===== src/pkg/pin_pkg.sv =====
`default_nettype none
package pin_pkg;
   // ==========================================================
   // Clock and timing
   localparam int CLK_PERIOD_NS = 40;
   localparam int CR_HOLD_NS = 1000;
   localparam int CR_HOLD_CYC = (CR_HOLD_NS + CLK_PERIOD_NS - 1) / CLK_PERIOD_NS;
   localparam logic [4:0] CR_HOLD_LAST = 5'(CR_HOLD_CYC - 1);
   localparam logic [4:0] CR_BLIND = 5'h3;
   localparam logic [1:0] HALF_FAST = 2'h1;
   localparam logic [1:0] HALF_SLOW = 2'h2;
   // ==========================================================
   // Sizes and modes
   localparam int NUM_MASTERS = 5;
   localparam int NUM_PINS = 7;
   localparam int NUM_CLK_PINS = 6;
   localparam int TEST_LSB = 3;
   localparam logic [1:0] MODE_NORMAL = 2'h0;
   localparam logic [1:0] MODE_TEST = 2'h1;
   // ==========================================================
   // Register map
   localparam logic [11:0] OPTION_ADDR = 12'h000;
   localparam logic [11:0] STATUS_ADDR = 12'h004;
   localparam logic [31:0] OPTION_RESET = 32'h0000_0001;
   localparam logic [31:0] OPTION_WMASK = 32'h033f_3f03;
   localparam int OPT_ARB_EN = 0;
   localparam int OPT_CLK_STOP = 1;
   localparam int OPT_MASK_LSB = 8;
   localparam int OPT_VAL_LSB = 16;
   localparam int OPT_PIN6_VAL = 24;
   localparam int OPT_PIN6_OE = 25;
   localparam int ST_MODE_LSB = 0;
   localparam int ST_CR_EN = 2;
   localparam int ST_SPEED = 3;
   localparam int ST_PIN6_IN = 4;
   localparam int ST_CR_DRIVE = 5;
   localparam int ST_CLK_RUN = 6;
   localparam int ST_GNT_LSB = 8;
   localparam int ST_REQ_LSB = 16;
   // ==========================================================
   // Synchroniser vector layout
   localparam int SY_REQ_LSB = 0;
   localparam int SY_PIN6 = 5;
   localparam int SY_MODE_LSB = 6;
   localparam int SY_CR_EN = 8;
   localparam int SY_SPEED = 9;
   localparam int SY_CR_IN = 10;
   localparam int SY_RST_N = 11;
   localparam int SY_W = 12;
   typedef enum logic [1:0] {CR_IDLE, CR_HOLD, CR_RELEASE} cr_state_t;
endpackage
`default_nettype wire


===== src/pkg/pin_clk_if.sv =====
`timescale 1ns/100ps
`default_nettype none
interface pin_clk_if;
   logic run;
   logic fast;
   logic level;
   modport gen (input run, input fast, output level);
   modport user (output run, output fast, input level);
endinterface
`default_nettype wire


===== src/verilog/bridge_secondary_pin_functions.sv =====
// Our own choices: register access over APB and the register offsets.
`timescale 1ns/100ps
`default_nettype none
module bridge_secondary_pin_functions
   import pin_pkg::*;
(
   // Clock and reset
   input wire logic clock,
   input wire logic reset,
   input wire logic external_reset_input_n,
   // APB slave
   input wire logic psel,
   input wire logic penable,
   input wire logic pwrite,
   input wire logic [11:0] paddr,
   input wire logic [31:0] pwdata,
   input wire logic [3:0] pstrb,
   output logic [31:0] prdata,
   output logic pready,
   output logic pslverr,
   // Secondary bus request and grant
   input wire logic [NUM_MASTERS-1:0] request_n,
   output logic [NUM_MASTERS-1:0] grant_n,
   // Bridge own bus request
   input wire logic own_bus_request,
   output logic own_bus_granted,
   // Multipurpose pins
   input wire logic [NUM_PINS-1:0] gpio_in,
   output logic [NUM_PINS-1:0] gpio_out,
   output logic [NUM_PINS-1:0] gpio_oe_n,
   // Straps
   input wire logic [1:0] operation_mode_straps,
   input wire logic clock_run_enable_strap,
   input wire logic bus_speed_select,
   // Clock-run line
   input wire logic clock_run_line_in,
   output logic clock_run_line_out,
   output logic clock_run_line_oe_n
);
   logic [SY_W-1:0] sync_q;
   logic rst;
   logic [NUM_MASTERS-1:0] req_act;
   logic pin6_in_s;
   logic [1:0] mode_s;
   logic cr_en_s;
   logic speed_s;
   logic cr_line_s;
   logic captured_r;
   logic [1:0] mode_r;
   logic [31:0] option_r;
   logic arb_en;
   logic clk_stop;
   logic [NUM_CLK_PINS-1:0] clk_mask;
   logic [NUM_CLK_PINS-1:0] gpio_val;
   logic [NUM_MASTERS-1:0] grant_n_r;
   logic [NUM_MASTERS-1:0] gnt_nxt;
   logic own_granted_r;
   cr_state_t cr_state_r;
   cr_state_t cr_state_nxt;
   logic [4:0] cr_cnt_r;
   logic [4:0] cr_cnt_nxt;
   logic cr_out_r;
   logic cr_out_nxt;
   logic cr_oe_n_r;
   logic cr_oe_n_nxt;
   logic clk_run;
   logic [NUM_PINS-1:0] pin_out_r;
   logic [NUM_PINS-1:0] pin_out_nxt;
   logic [NUM_PINS-1:0] pin_oe_n_r;
   logic [NUM_PINS-1:0] pin_oe_n_nxt;
   logic [3:0] test_sig;
   logic [31:0] status;
   logic [31:0] prdata_r;
   logic pready_r;
   logic pslverr_r;
   logic hit;
   logic wr_opt;

   pin_clk_if clk_bus ();

   // ==========================================================
   // Pin synchronisers and reset
   pin_sync #(.WIDTH(SY_W)) u_sync (
      .clock(clock),
      .d({external_reset_input_n, clock_run_line_in, bus_speed_select,
          clock_run_enable_strap, operation_mode_straps, gpio_in[NUM_PINS-1], request_n}),
      .q(sync_q)
   );

   assign rst = reset || !sync_q[SY_RST_N];
   assign req_act = ~sync_q[SY_REQ_LSB +: NUM_MASTERS];
   assign pin6_in_s = sync_q[SY_PIN6];
   assign mode_s = sync_q[SY_MODE_LSB +: 2];
   assign cr_en_s = sync_q[SY_CR_EN];
   assign speed_s = sync_q[SY_SPEED];
   assign cr_line_s = sync_q[SY_CR_IN];

   // ==========================================================
   // Mode straps caught once after reset release
   always_ff @(posedge clock) begin
      if (rst) begin
         captured_r <= 1'b0;
         mode_r <= MODE_NORMAL;
      end else if (!captured_r) begin
         captured_r <= 1'b1;
         mode_r <= mode_s;
      end
   end

   // ==========================================================
   // Option register fields
   assign arb_en = option_r[OPT_ARB_EN];
   assign clk_stop = option_r[OPT_CLK_STOP];
   assign clk_mask = option_r[OPT_MASK_LSB +: NUM_CLK_PINS];
   assign gpio_val = option_r[OPT_VAL_LSB +: NUM_CLK_PINS];

   // ==========================================================
   // Secondary bus arbiter, hold while requested, else lowest index
   always_comb begin
      gnt_nxt = ~grant_n_r & req_act;
      if (gnt_nxt == '0) begin
         for (int i = NUM_MASTERS - 1; i >= 0; i--) begin
            if (req_act[i]) begin
               gnt_nxt = '0;
               gnt_nxt[i] = 1'b1;
            end
         end
      end
   end

   always_ff @(posedge clock) begin
      if (rst) begin
         grant_n_r <= '1;
         own_granted_r <= 1'b0;
      end else if (!arb_en) begin
         grant_n_r <= {{(NUM_MASTERS-1){1'b1}}, ~own_bus_request};
         own_granted_r <= req_act[0];
      end else begin
         grant_n_r <= ~gnt_nxt;
         own_granted_r <= 1'b0;
      end
   end

   // ==========================================================
   // Clock-run handshake
   always_comb begin
      cr_state_nxt = cr_state_r;
      cr_cnt_nxt = cr_cnt_r;
      cr_out_nxt = 1'b1;
      cr_oe_n_nxt = 1'b1;
      case (cr_state_r)
         CR_IDLE: begin
            if (cr_cnt_r != 5'h0) begin
               cr_cnt_nxt = cr_cnt_r - 5'h1;
            end else if (cr_en_s && !cr_line_s) begin
               cr_state_nxt = CR_HOLD;
               cr_out_nxt = 1'b0;
               cr_oe_n_nxt = 1'b0;
            end
         end
         CR_HOLD: begin
            cr_out_nxt = 1'b0;
            cr_oe_n_nxt = 1'b0;
            if (cr_cnt_r != CR_HOLD_LAST) begin
               cr_cnt_nxt = cr_cnt_r + 5'h1;
            end
            if (!cr_en_s) begin
               cr_state_nxt = CR_IDLE;
               cr_cnt_nxt = 5'h0;
               cr_out_nxt = 1'b1;
               cr_oe_n_nxt = 1'b1;
            end else if (cr_cnt_r == CR_HOLD_LAST && clk_stop) begin
               cr_state_nxt = CR_RELEASE;
               cr_out_nxt = 1'b1;
            end
         end
         CR_RELEASE: begin
            cr_state_nxt = CR_IDLE;
            cr_cnt_nxt = CR_BLIND;
         end
         default: begin
            cr_state_nxt = CR_IDLE;
            cr_cnt_nxt = 5'h0;
         end
      endcase
   end

   always_ff @(posedge clock) begin
      if (rst) begin
         cr_state_r <= CR_IDLE;
         cr_cnt_r <= 5'h0;
         cr_out_r <= 1'b1;
         cr_oe_n_r <= 1'b1;
      end else begin
         cr_state_r <= cr_state_nxt;
         cr_cnt_r <= cr_cnt_nxt;
         cr_out_r <= cr_out_nxt;
         cr_oe_n_r <= cr_oe_n_nxt;
      end
   end

   // ==========================================================
   // Bus clock generator
   assign clk_run = !(cr_en_s && clk_stop && cr_state_r == CR_IDLE);
   assign clk_bus.run = clk_run;
   assign clk_bus.fast = speed_s;

   pin_clock_gen u_clk (
      .clock(clock),
      .reset(rst),
      .bus(clk_bus)
   );

   // ==========================================================
   // Multipurpose pin selection
   assign test_sig = {own_granted_r, ~&grant_n_r, clk_bus.level, ~cr_oe_n_r};

   always_comb begin
      pin_out_nxt = '0;
      pin_oe_n_nxt = '1;
      case (mode_r)
         MODE_NORMAL: begin
            for (int i = 0; i < NUM_CLK_PINS; i++) begin
               pin_oe_n_nxt[i] = 1'b0;
               pin_out_nxt[i] = clk_mask[i] ? gpio_val[i] : clk_bus.level;
            end
            pin_out_nxt[NUM_PINS-1] = option_r[OPT_PIN6_VAL];
            pin_oe_n_nxt[NUM_PINS-1] = !option_r[OPT_PIN6_OE];
         end
         MODE_TEST: begin
            for (int i = TEST_LSB; i < NUM_PINS; i++) begin
               pin_oe_n_nxt[i] = 1'b0;
               pin_out_nxt[i] = test_sig[i-TEST_LSB];
            end
         end
         default: begin
            pin_out_nxt = '0;
            pin_oe_n_nxt = '1;
         end
      endcase
   end

   always_ff @(posedge clock) begin
      if (rst) begin
         pin_out_r <= '0;
         pin_oe_n_r <= '1;
      end else begin
         pin_out_r <= pin_out_nxt;
         pin_oe_n_r <= pin_oe_n_nxt;
      end
   end

   // ==========================================================
   // APB slave
   assign hit = (paddr == OPTION_ADDR) || (paddr == STATUS_ADDR);
   assign wr_opt = psel && penable && pready_r && pwrite && paddr == OPTION_ADDR;

   always_comb begin
      status = '0;
      status[ST_MODE_LSB +: 2] = mode_r;
      status[ST_CR_EN] = cr_en_s;
      status[ST_SPEED] = speed_s;
      status[ST_PIN6_IN] = pin6_in_s;
      status[ST_CR_DRIVE] = ~cr_oe_n_r;
      status[ST_CLK_RUN] = clk_run;
      status[ST_GNT_LSB +: NUM_MASTERS] = ~grant_n_r;
      status[ST_REQ_LSB +: NUM_MASTERS] = req_act;
   end

   always_ff @(posedge clock) begin
      if (rst) begin
         option_r <= OPTION_RESET;
      end else if (wr_opt) begin
         for (int b = 0; b < 4; b++) begin
            if (pstrb[b]) begin
               option_r[8*b +: 8] <= pwdata[8*b +: 8] & OPTION_WMASK[8*b +: 8];
            end
         end
      end
   end

   always_ff @(posedge clock) begin
      if (rst) begin
         pready_r <= 1'b0;
         pslverr_r <= 1'b0;
         prdata_r <= '0;
      end else begin
         pready_r <= psel && !penable;
         pslverr_r <= psel && !penable && !hit;
         if (psel && !penable) begin
            prdata_r <= (paddr == OPTION_ADDR) ? option_r :
                        (paddr == STATUS_ADDR) ? status : 32'h0000_0000;
         end
      end
   end

   // ==========================================================
   // Outputs
   assign prdata = prdata_r;
   assign pready = pready_r;
   assign pslverr = pslverr_r;
   assign grant_n = grant_n_r;
   assign own_bus_granted = own_granted_r;
   assign gpio_out = pin_out_r;
   assign gpio_oe_n = pin_oe_n_r;
   assign clock_run_line_out = cr_out_r;
   assign clock_run_line_oe_n = cr_oe_n_r;
endmodule
`default_nettype wire


===== src/verilog/pin_sync.sv =====
`timescale 1ns/100ps
`default_nettype none
module pin_sync #(parameter int WIDTH = 1) (
   // Clock
   input wire logic clock,
   // Data
   input wire logic [WIDTH-1:0] d,
   output logic [WIDTH-1:0] q
);
   logic [WIDTH-1:0] meta_r;

   // ==========================================================
   // Two-stage synchroniser
   always_ff @(posedge clock) begin
      meta_r <= d;
      q <= meta_r;
   end
endmodule
`default_nettype wire


===== src/verilog/pin_clock_gen.sv =====
`timescale 1ns/100ps
`default_nettype none
module pin_clock_gen
   import pin_pkg::*;
(
   // Clock and reset
   input wire logic clock,
   input wire logic reset,
   // Control and level
   pin_clk_if.gen bus
);
   logic [1:0] cnt_r;
   logic [1:0] half;
   logic level_r;

   assign half = bus.fast ? HALF_FAST : HALF_SLOW;
   assign bus.level = level_r;

   // ==========================================================
   // Divider, held low while stopped
   always_ff @(posedge clock) begin
      if (reset || !bus.run) begin
         cnt_r <= 2'h0;
         level_r <= 1'b0;
      end else if (cnt_r >= half - 2'h1) begin
         cnt_r <= 2'h0;
         level_r <= ~level_r;
      end else begin
         cnt_r <= cnt_r + 2'h1;
      end
   end
endmodule
`default_nettype wire


===== config.mk =====
export PLATFORM = sky130hd
export DESIGN_NAME = bridge_secondary_pin_functions
export DESIGN_NICKNAME = d
export VERILOG_FILES = /design/src/pkg/pin_pkg.sv /design/src/pkg/pin_clk_if.sv /design/src/verilog/bridge_secondary_pin_functions.sv /design/src/verilog/pin_sync.sv /design/src/verilog/pin_clock_gen.sv
export SDC_FILE = /design/constraint.sdc
export NUM_CORES = 1
export LEC_CHECK = 0
export BUFFER_PORTS_ARGS = -buffer_cell sky130_fd_sc_hd__buf_2
export CORE_UTILIZATION = 45
export DETAILED_ROUTE_END_ITERATION = 12
export PLACE_DENSITY_LB_ADDON = 0.3
export SYNTH_ARGS = -nofsm -noshare
export SYNTH_HDL_FRONTEND = slang
export SYNTH_SLANG_ARGS = --single-unit

===== constraint.sdc =====
create_clock -name clock -period 3.3 [get_ports clock]
set_clock_uncertainty 0.15 [all_clocks]
set_input_delay 0.165 -clock clock [delete_from_list [all_inputs] [get_ports clock]]
set_output_delay 0.165 -clock clock [all_outputs]
set_load 0.01 [all_outputs]

==> summary.txt, run 1 <==
Floorplan
  – Core area: around 7700 µm²
  – Starting Density: approximately 46%
  – I/O Pins: approximately 130
  – Site Rows: 32
  – Die Span Y: between 90 and 100 µm
  – Die area: roughly 8300 µm²
  – Die width: approximately 90 µm

Pwr
  – VDD IR max: approximately 0.37 mV
  – Combinational power share: 18.7%
  – Sequential power share: 51.8%
  – PD cells: 532 nW/µm²
  – Switching Share: between 20 and 30%
  – Pleak: between 1.5 and 2 nW
  – Final Total Pwr: 0.00246 W
  – Internal Power: 0.00176 W
  – Net switching power: approximately 0.00069 W
  – Clock power frac: between 20% and 30%

Global route
  – Largest net degree at the start of global routing: 28
  – Total GRT Usage: 21.9%
  – Vias in the first global route: 3,022
  – GRT overflow: 0
  – Antenna violations before repair: 0
  – First-pass GRT wire length: about 14,000 µm

Synth
  – Number of synthesized register bits: 94
  – Simple-gate share of the synthesized area: between 10% and 20%
  – Register area share after synthesis: 53.0%
  – Largest family of logic cells by synthesized area: simple AND/OR/NAND/NOR gates
  – Mapped cell area: ~3600 µm²
  – Async SR Flop Fraction: 0%
  – Syn_area_per_cell: around 9.6 µm²
  – Adder and majority gate portion of the synthesized area: ~1.4%
  – Count of flip-flops with a built-in enable after synthesis: 0
  – Cells after Synth: ~370
  – Netlist cell types: a little over 50
  – Mux contribution to synthesized area: 3.17%
  – XOR/XNOR Fraction of Synth Area: approximately 1.2%
  – Post-synth top area cell: dfxtp_1
  – Main area contributors after synthesis: dfxtp_1 (53%), o21ai_0 (5.5%), nand2_1 (3.9%), nand4_1 (3.9%), buf_4 (3.4%)
  – Post-synth top area share: a little over half
  – Ys Warns: 0
  – Ys flop type: dfxtp_1
  – Synth Area in Compound Gates: between 10% and 20%

Timing
  – RSZ-0062 raised after global routing: false
  – Tmin final: 2530 ps
  – Final period util: 76.6%
  – Final hold vios: 0
  – Worst-margin pin slew: around 1100 ps
  – Final setup viols: 0
  – Final Max Slew Viols: 0
  – Highest clock rate: between 0.3 and 0.4 GHz
  – Setup TNS: 0 ps
  – Hold slack final: ~13 ps
  – Worst slew margin: 29.6%

Setup path
  – Worst EP required: 3430 ps
  – FF-to-FF setup slack: 840 ps
  – Worst Setup Start Kind: input port
  – Worst R2R End: option_r[9]
  – CP Class: in2reg
  – CP most frequent cell: dlygate4sd3_1
  – Crit path depth: 7
  – Slowest cell on crit path: nor3_2
  – CP delay by family, top: buffers and inverters
  – Critical Path Sink Type: register
  – CP Cell Sequence: dlygate4sd3_1, buf_2, nand2_1, nor3_2, nand4_1, dlygate4sd3_1, a21oi_1
  – Worst flop-to-flop path startpoint: pready
  – Worst reg2reg path depth: 5
  – CP arrival: around 2700 ps
  – Buf/Inv on CP: 3
  – Crit-path max FO: 17
  – Setup crit end: option_r[9]
  – Crit-path max cell delay: slightly below 800 ps
  – Crit. Startpoint: penable

Clock network
  – CTS Buffer Depth: 2
  – CTS clock-pin slew for the worst setup and hold paths: 80 ps
  – Clock tree from TritonCTS: built
  – Worst-Skew Late Latency: around 350 ps
  – CTS sink count: between 90 and 100
  – Clock root cell: clkbuf_8
  – H-tree depth: 3
  – Num CTS Buffers: 9

Finish
  – NumNets Final: roughly 570
  – Post-layout instance area: about 4600 µm²
  – Proportion of layout cells with a drive suffix above 1: 23.7%
  – Commonest non-fill, non-tap cells in the layout: dfxtp_1 (94), buf_2 (94), dlygate4sd3_1 (44)
  – Ant diodes: 0
  – Syn-to-layout area delta: 30.1%

Run
  – Max Cap Viol: 0

Placed design
  – Hpwl dp: 5790 µm
  – PortBufs: 94
  – DP Area: roughly 4000 µm²
  – RD Place Congestion: roughly 0.86

Drt
  – Detailed-route DRC error count: 0
  – Post-DRT Antenna Nets: 0
  – Vias: 3,112
  – Total Wirelength: roughly 8600 µm
  – Via density: about 5.2
  – Routed wire per std cell: 14.2 µm
  – Pre-Repair DR Iteration Count: 4
  – DRT iter0 DRCs: 222

Hold path
  – Worst min path class: in2reg

Status
  – Status: completed
tightest hold or removal path, stage by stage:
cell     delay [ps]
buf_2           140
nand4_1          90
a21oi_1          70
power groups by stage:
stage / Clock (W) / Sequential (W) / Combinational [W]
2_1_floorplan: 0 / 0.00125 / 0.000368
3_3_place_gp: 0 / 0.00129 / 0.000415
3_5_place_dp: 0 / 0.00130 / 0.000427
4_1_cts: 0.000740 / 0.00127 / 0.000456
5_1_grt: 0.000800 / 0.00128 / 0.000514
6_report: 0.000725 / 0.00127 / 0.000459
cell usage after synthesis, types with 2 or more instances:
cell / instances
clkbuf_1: 8
a211oi_1: 4
mux2_2: 2
nor4_2: 2
nor2_1: 17
nor3_1: 5
dfxtp_1: 94
o22ai_1: 4
nor4_1: 2
xnor2_1: 3
buf_2: 5
or3_1: 3
and3_1: 4
a31oi_1: 4
buf_4: 16
xor2_1: 2
inv_1: 12
nor3b_1: 2
o211ai_1: 2
ha_1: 4
buf_6: 2
nand2b_1: 5
o21ai_0: 39
nand3_1: 5
nor2b_1: 5
nand4_1: 22
a21oi_1: 18
a211o_1: 4
a22o_1: 8
nand2_1: 37
mux2i_1: 9
area by class of cell:
type / count / area [µm²]
repair buffers: 140 / 926
flip-flops and latches: 94 / 1880
clock buffers: 12 / 135
clock inverters: 4 / 47.5
well taps: 102 / 128
multi-input cells: 240 / 1460
inverters: 12 / 45.0
fillers: 704 / 3070
worst min path at each step:
stage	startpoint	to	slack, ps	cells past startpoint
after floorplan	request_n[0]	u_sync.meta_r[0]	40	0
after global placement	request_n[4]	u_sync.meta_r[4]	120	1
after detailed placement	clock_run_enable_strap	u_sync.meta_r[8]	120	1
after CTS	pstrb[1]	option_r[8]	2	3
after global routing	pstrb[1]	option_r[8]	10	3
final	pstrb[1]	option_r[8]	10	3
logic make-up after synthesis:
logic type	after synthesis
mux	11
buf+inv	45
other cells	1
compound gates	91
flops	94
xor+xnor	5
simple gates	118
fa+ha+maj	4
metal layers:
metal | share of wire [%] | global-route usage, % | wire, µm
met1 | 44 | 27.4 | 3750
met2 | 49 | 36.1 | 4170
met3 | 5.4 | 5.72 | 465
met4 | 2.1 | 8.47 | 176
met5 | 0 | 0 | 0
state kept, by name (all words and copies together), names as in the netlist, 3 cells and up:
signal and flops:
u_sync.q 12, prdata 21, gpio_out 7, u_sync.meta_r 12, option_r 16, gpio_oe_n 3, cr_cnt_r 5, grant_n 5
stage by stage:
step | setup slack, ps | utilization, % | std cells
final | 772 | 60.1 | 604
after global routing | 595 | 60.1 | 604
after CTS | 900 | 60.1 | 604
after detailed placement | 1260 | 52.0 | 544
after global placement | 1300 | 52.0 | 544
after floorplan | 1700 | - | 379
what timing repair did:
item,4_1_cts,5_1_grt
hold endpoints to repair,30,0
gates resized for setup,0,0
hold buffers,44,0
setup buffers,0,0
Power figures use the tool's default switching activity.
==> run 2: changes to the inputs <==
--- a/config.mk
+++ b/config.mk
@@ -6,7 +6,7 @@
 export NUM_CORES = 1
 export LEC_CHECK = 0
 export BUFFER_PORTS_ARGS = -buffer_cell sky130_fd_sc_hd__buf_2
-export CORE_UTILIZATION = 45
+export CORE_UTILIZATION = 44
 export DETAILED_ROUTE_END_ITERATION = 12
 export PLACE_DENSITY_LB_ADDON = 0.3
 export SYNTH_ARGS = -nofsm -noshare
==> constraint.sdc (replaced) <==
create_clock -name clock -period 2.2 [get_ports clock]
set_clock_uncertainty 0.15 [all_clocks]
set_input_delay 0.11 -clock clock [delete_from_list [all_inputs] [get_ports clock]]
set_output_delay 0.11 -clock clock [all_outputs]
set_load 0.01 [all_outputs]
==> summary.txt, run 2 (synthesis results as in run 1) <==
Status
  – Status: completed

Finish
  – Proportion of layout cells with a drive suffix above 1: around a quarter
  – Max reg flops: 21
  – Syn-to-layout area delta: 32.9%
  – Commonest non-fill, non-tap cells in the layout: dfxtp_1 (94), buf_2 (94), dlygate4sd3_1 (48)
  – Ant diodes: 0
  – Filler cells: 674
  – NumNets Final: 582

Run
  – Max Cap Viol: 0

Setup path
  – Worst Setup Start Kind: register
  – Crit-path max cell delay: around 600 ps
  – CP arrival: between 2000 and 2500 ps
  – CP Cell Sequence: nand2_1, nor3_2, buf_4, nand4_1, dlygate4sd3_1, a21oi_1
  – Worst EP required: about 2300 ps
  – Crit-path max FO: 17
  – Critical Path Sink Type: register
  – Slowest cell on crit path: dlygate4sd3_1
  – CP Class: reg2reg

Clock network
  – CTS clock-pin slew for the worst setup and hold paths: 90 ps
  – H-tree depth: 3
  – Worst-Skew Late Latency: between 300 and 400 ps
  – Clock root cell: clkbuf_8
  – CTS sink count: 94
  – Post-CTS Resized: 0
  – Post-CTS Setup Inserts: 0
  – CTS Buffer Depth: 2
  – Clock tree from TritonCTS: built
  – Num CTS Buffers: 9

Drt
  – Detailed-route DRC error count: 0
  – Post-DRT Antenna Nets: 0
  – Pre-Repair DR Iteration Count: 4
  – Routed wire per std cell: 14.1 µm
  – DRT iter0 DRCs: 149
  – Vias: ~3,200
  – Via density: between 5 and 6
  – Total Wirelength: just under 9000 µm

Timing
  – Highest clock rate: roughly 0.50 GHz
  – PnR worst setup slack: 207 ps
  – Final setup viols: 0
  – Final Max Slew Viols: 0
  – Tmin final: 1990 ps
  – Setup TNS: 0 ps
  – RSZ-0062 raised after global routing: false
  – Final hold vios: 0
  – Hold slack final: approximately 27 ps
  – Final period util: ~90%

Floorplan
  – Die Span Y: 91.8 µm
  – Site Rows: 32
  – Die area: ~8400 µm²
  – Die width: between 90 and 100 µm
  – I/O Pins: ~130
  – Core area: 7770 µm²
  – Starting Density: between 40 and 50%

Global route
  – Antenna violations before repair: 0
  – Largest net degree at the start of global routing: 28
  – Total GRT Usage: between 20% and 30%
  – Vias in the first global route: 3,009
  – GRT overflow: 0
  – First-pass GRT wire length: ~14,000 µm

Pwr
  – VDD IR max: between 0.4 and 0.5 mV
  – PD cells: 797 nW/µm²
  – Pleak: 2.00 nW
  – Final Total Pwr: ~0.0038 W

Placed design
  – Pre-CTS WS: around 450 ps
  – RD Place Congestion: between 0.8 and 0.9
  – PortBufs: between 90 and 100
  – Hpwl dp: slightly below 6000 µm

Hold path
  – Worst min path class: in2reg
==> run 2: cell count changes in the layout (fill, tap and decap cells not counted), sizes merged <==
cell and delta:
clkbuf -1, dlygate4sd3 +4, inv +1, buf +5
==> run 2: area by class of cell <==
cell class	instances	area [µm²]	area share (%)
timing repair buffer	149	1000	21.3
sequential	94	1880	39.9
multi-input combinational	240	1460	30.8
clock inverter	5	56.3	1.19
inverter	12	45.0	0.954
clock buffer	11	151	3.21
tap	102	128	2.70
==> run 2: report_power, final <==
group          switching [W]  internal [W]  leakage [nW]
logic               0.000337      0.000345          1.13
clock network       0.000585      0.000588         0.106
registers           0.000124       0.00178         0.769
total                0.00105       0.00272          2.00
==> run 2: repair_timing <==
action,4_1_cts,5_1_grt
setup endpoints to repair,0,0
hold endpoints to repair,31,0
hold buffers,48,0
==> run 2: path summary, 6_finish.rpt <==
check / cells past startpoint / slack [ps] / endpoint / start
setup reg to reg: 6 / 210 / option_r[8] / pready
hold reg to reg: 0 / 180 / u_sync.q[5] / u_sync.meta_r[5]
setup / recovery: 6 / 210 / option_r[8] / pready
hold / removal: 2 / 30 / pready / psel
==> run 2: critical path: cells and delay by family (launching register included) <==
| kind | cells | cell delay, ps |
|---|---|---|
| AOI/OAI and AO/OA | 1 | 160 |
| buffers and inverters | 2 | 860 |
| DFF | 1 | 360 |
| and+or+nand+nor | 3 | 400 |
==> run 2: per-stage QoR <==
step	utilization (%)	area, µm²	instances
global route	60.8	4720	613
CTS	60.8	4720	613
global placement	51.9	4030	549
finish	60.8	4720	613
floorplan	-	3590	379
detailed placement	51.9	4030	549
==> run 2: layer usage <==
metal  global-route usage, %  part of all wire (%)  vias up
met1                    27.0                    43     1475
met3                    3.81                   6.4       14
met4                    8.98                   2.1        0
li1                        -                     -     1560
met5                       0                     0        -
met2                    36.2                    48      121
==> run 3: changes to the inputs <==
--- a/config.mk
+++ b/config.mk
@@ -8,7 +8,7 @@
 export BUFFER_PORTS_ARGS = -buffer_cell sky130_fd_sc_hd__buf_2
 export CORE_UTILIZATION = 44
 export DETAILED_ROUTE_END_ITERATION = 12
-export PLACE_DENSITY_LB_ADDON = 0.3
+export PLACE_DENSITY_LB_ADDON = 0.1
 export SYNTH_ARGS = -nofsm -noshare
 export SYNTH_HDL_FRONTEND = slang
 export SYNTH_SLANG_ARGS = --single-unit
==> summary.txt, run 3 (synthesis results as in run 1) <==
Setup path
  – Critical Path Sink Type: register
  – FF-to-FF setup slack: ~310 ps
  – Worst Setup Start Kind: input port
  – Worst flop-to-flop path startpoint: pready
  – Setup crit end: prdata[17]
  – Crit-path max FO: 12
  – Worst EP required: ~2400 ps
  – CP Class: in2reg
  – Worst reg2reg path depth: 6
  – CP arrival: 2080 ps
  – Worst R2R End: option_r[20]
  – Crit. Startpoint: reset

Timing
  – Final period util: 88.0%
  – Setup TNS: 0 ps
  – Final Max Slew Viols: 0
  – Final setup viols: 0
  – RSZ-0062 raised after global routing: false
  – Tmin final: ~1900 ps
  – Worst slew margin: a little over two fifths
  – PnR worst setup slack: between 200 and 300 ps
  – Highest clock rate: roughly 0.52 GHz
  – Final hold vios: 0
  – Worst-margin pin slew: around 850 ps

Global route
  – Total GRT Usage: 21.6%
  – Vias in the first global route: approximately 2,900
  – First-pass GRT wire length: roughly 14,000 µm
  – GRT overflow: 0
  – Antenna violations before repair: 0
  – Largest net degree at the start of global routing: 29

Clock network
  – CTS Buffer Depth: 2
  – Worst-Skew Late Latency: 370 ps
  – Clock tree from TritonCTS: built
  – H-tree depth: 3
  – Num CTS Buffers: 9
  – CTS clock-pin slew for the worst setup and hold paths: approximately 100 ps
  – CTS sink count: between 90 and 100
  – Post-CTS Resized: 0
  – Clock root cell: clkbuf_8

Finish
  – NumNets Final: around 580
  – Filler cells: slightly below 700
  – Fin cells: approximately 610
  – Proportion of layout cells with a drive suffix above 1: between 20% and 30%
  – Ant diodes: 0
  – Syn-to-layout area delta: 33.7%
  – Max reg flops: 21
  – Commonest non-fill, non-tap cells in the layout: dfxtp_1 (94), buf_2 (94), dlygate4sd3_1 (49)

Hold path
  – Worst min path class: in2reg

Floorplan
  – I/O Pins: between 100 and 150
  – Die Span Y: slightly above 90 µm
  – Die width: roughly 90 µm
  – Die area: between 8000 and 9000 µm²
  – Starting Density: around 46%
  – Site Rows: 32
  – Core area: a little under 8000 µm²

Placed design
  – PortBufs: 94
  – Hpwl dp: 5890 µm
  – RD Place Congestion: about 0.84
  – Pre-CTS WS: ~380 ps
  – Placed Cells incl. Taps: roughly 550

Drt
  – Routed wire per std cell: roughly 14 µm
  – DRT iter0 DRCs: between 100 and 150
  – Total Wirelength: approximately 8800 µm
  – Vias: about 3,100
  – Detailed-route DRC error count: 0
  – Pre-Repair DR Iteration Count: 4
  – Post-DRT Antenna Nets: 0
  – Via density: between 5 and 6

Pwr
  – Final Total Pwr: around 0.0039 W
  – Pleak: 2.02 nW
  – PD cells: a little over 800 nW/µm²
  – VDD IR max: 0.551 mV

Run
  – Max Cap Viol: 0

Status
  – Status: completed
-- run 3: changes by cell type in the layout (fill, tap and decap cells not counted), sizes merged --
cell,change
dlygate4sd3,+1
clkinv,-1
bufinv,+1
-- run 3: how the worst min path moves through the flow --
stage / startpoint / to / slack, ps / cells after the start
CTS: pstrb[3] / option_r[25] / 8 / 4
detailed placement: request_n[1] / u_sync.meta_r[1] / 60 / 1
global placement: request_n[4] / u_sync.meta_r[4] / 60 / 1
finish: pstrb[3] / option_r[25] / 10 / 4
floorplan: request_n[0] / u_sync.meta_r[0] / -10 / 0
global route: psel / prdata[6] / 40 / 4
-- run 3: through the flow --
| step | cell area, µm² | hold slack, ps | utilization, % |
|---|---|---|---|
| 6_report | 4750 | 14.0 | 61.1 |
| 3_5_place_dp | 4030 | 63.6 | 51.9 |
| 3_3_place_gp | 4030 | 62.8 | 51.9 |
| 2_1_floorplan | 3590 | -12.3 | - |
| 4_1_cts | 4750 | 7.59 | 61.1 |
| 5_1_grt | 4750 | 35.5 | 61.1 |
-- run 3: critical path, stage by stage --
cell and delay, ps:
dlygate4sd3_1 530, buf_2 120, nand2b_1 180, nor2_1 680, buf_4 310, nand2_1 70, o21ai_0 70
-- run 3: repair_timing --
| action | 4_1_cts | 5_1_grt |
|---|---|---|
| hold endpoints to repair | 31 | 0 |
| buffers inserted | 0 | 0 |
| hold buffers | 49 | 0 |
-- run 3: power breakdown --
group	switching [W]	internal [W]	total (W)
Combinational	0.000348	0.000346	0.000694
Clock	0.000603	0.000674	0.00128
Sequential	0.000122	0.00178	0.00191
Total	0.00107	0.00280	0.00388
-- run 3: area by class of cell --
cell class	instances	area, µm²	area share (%)
flip-flops and latches	94	1880	39.7
clock inverters	5	81.3	1.71
clock buffers	11	141	2.98
multi-input cells	240	1460	30.7
repair buffers	150	1010	21.4
inverters	12	45.0	0.949
well taps	102	128	2.69
-- run 3: per-layer routing --
layer | vias up | share of wire, % | wire length [µm] | track usage, %
li1 | 1570 | - | - | -
met4 | 0 | 1.8 | 161 | 9.51
met1 | 1430 | 47 | 4090 | 29.3
met2 | 105 | 46 | 4010 | 33.7
met3 | 14 | 6.0 | 523 | 3.81
met5 | - | 0 | 0 | 0
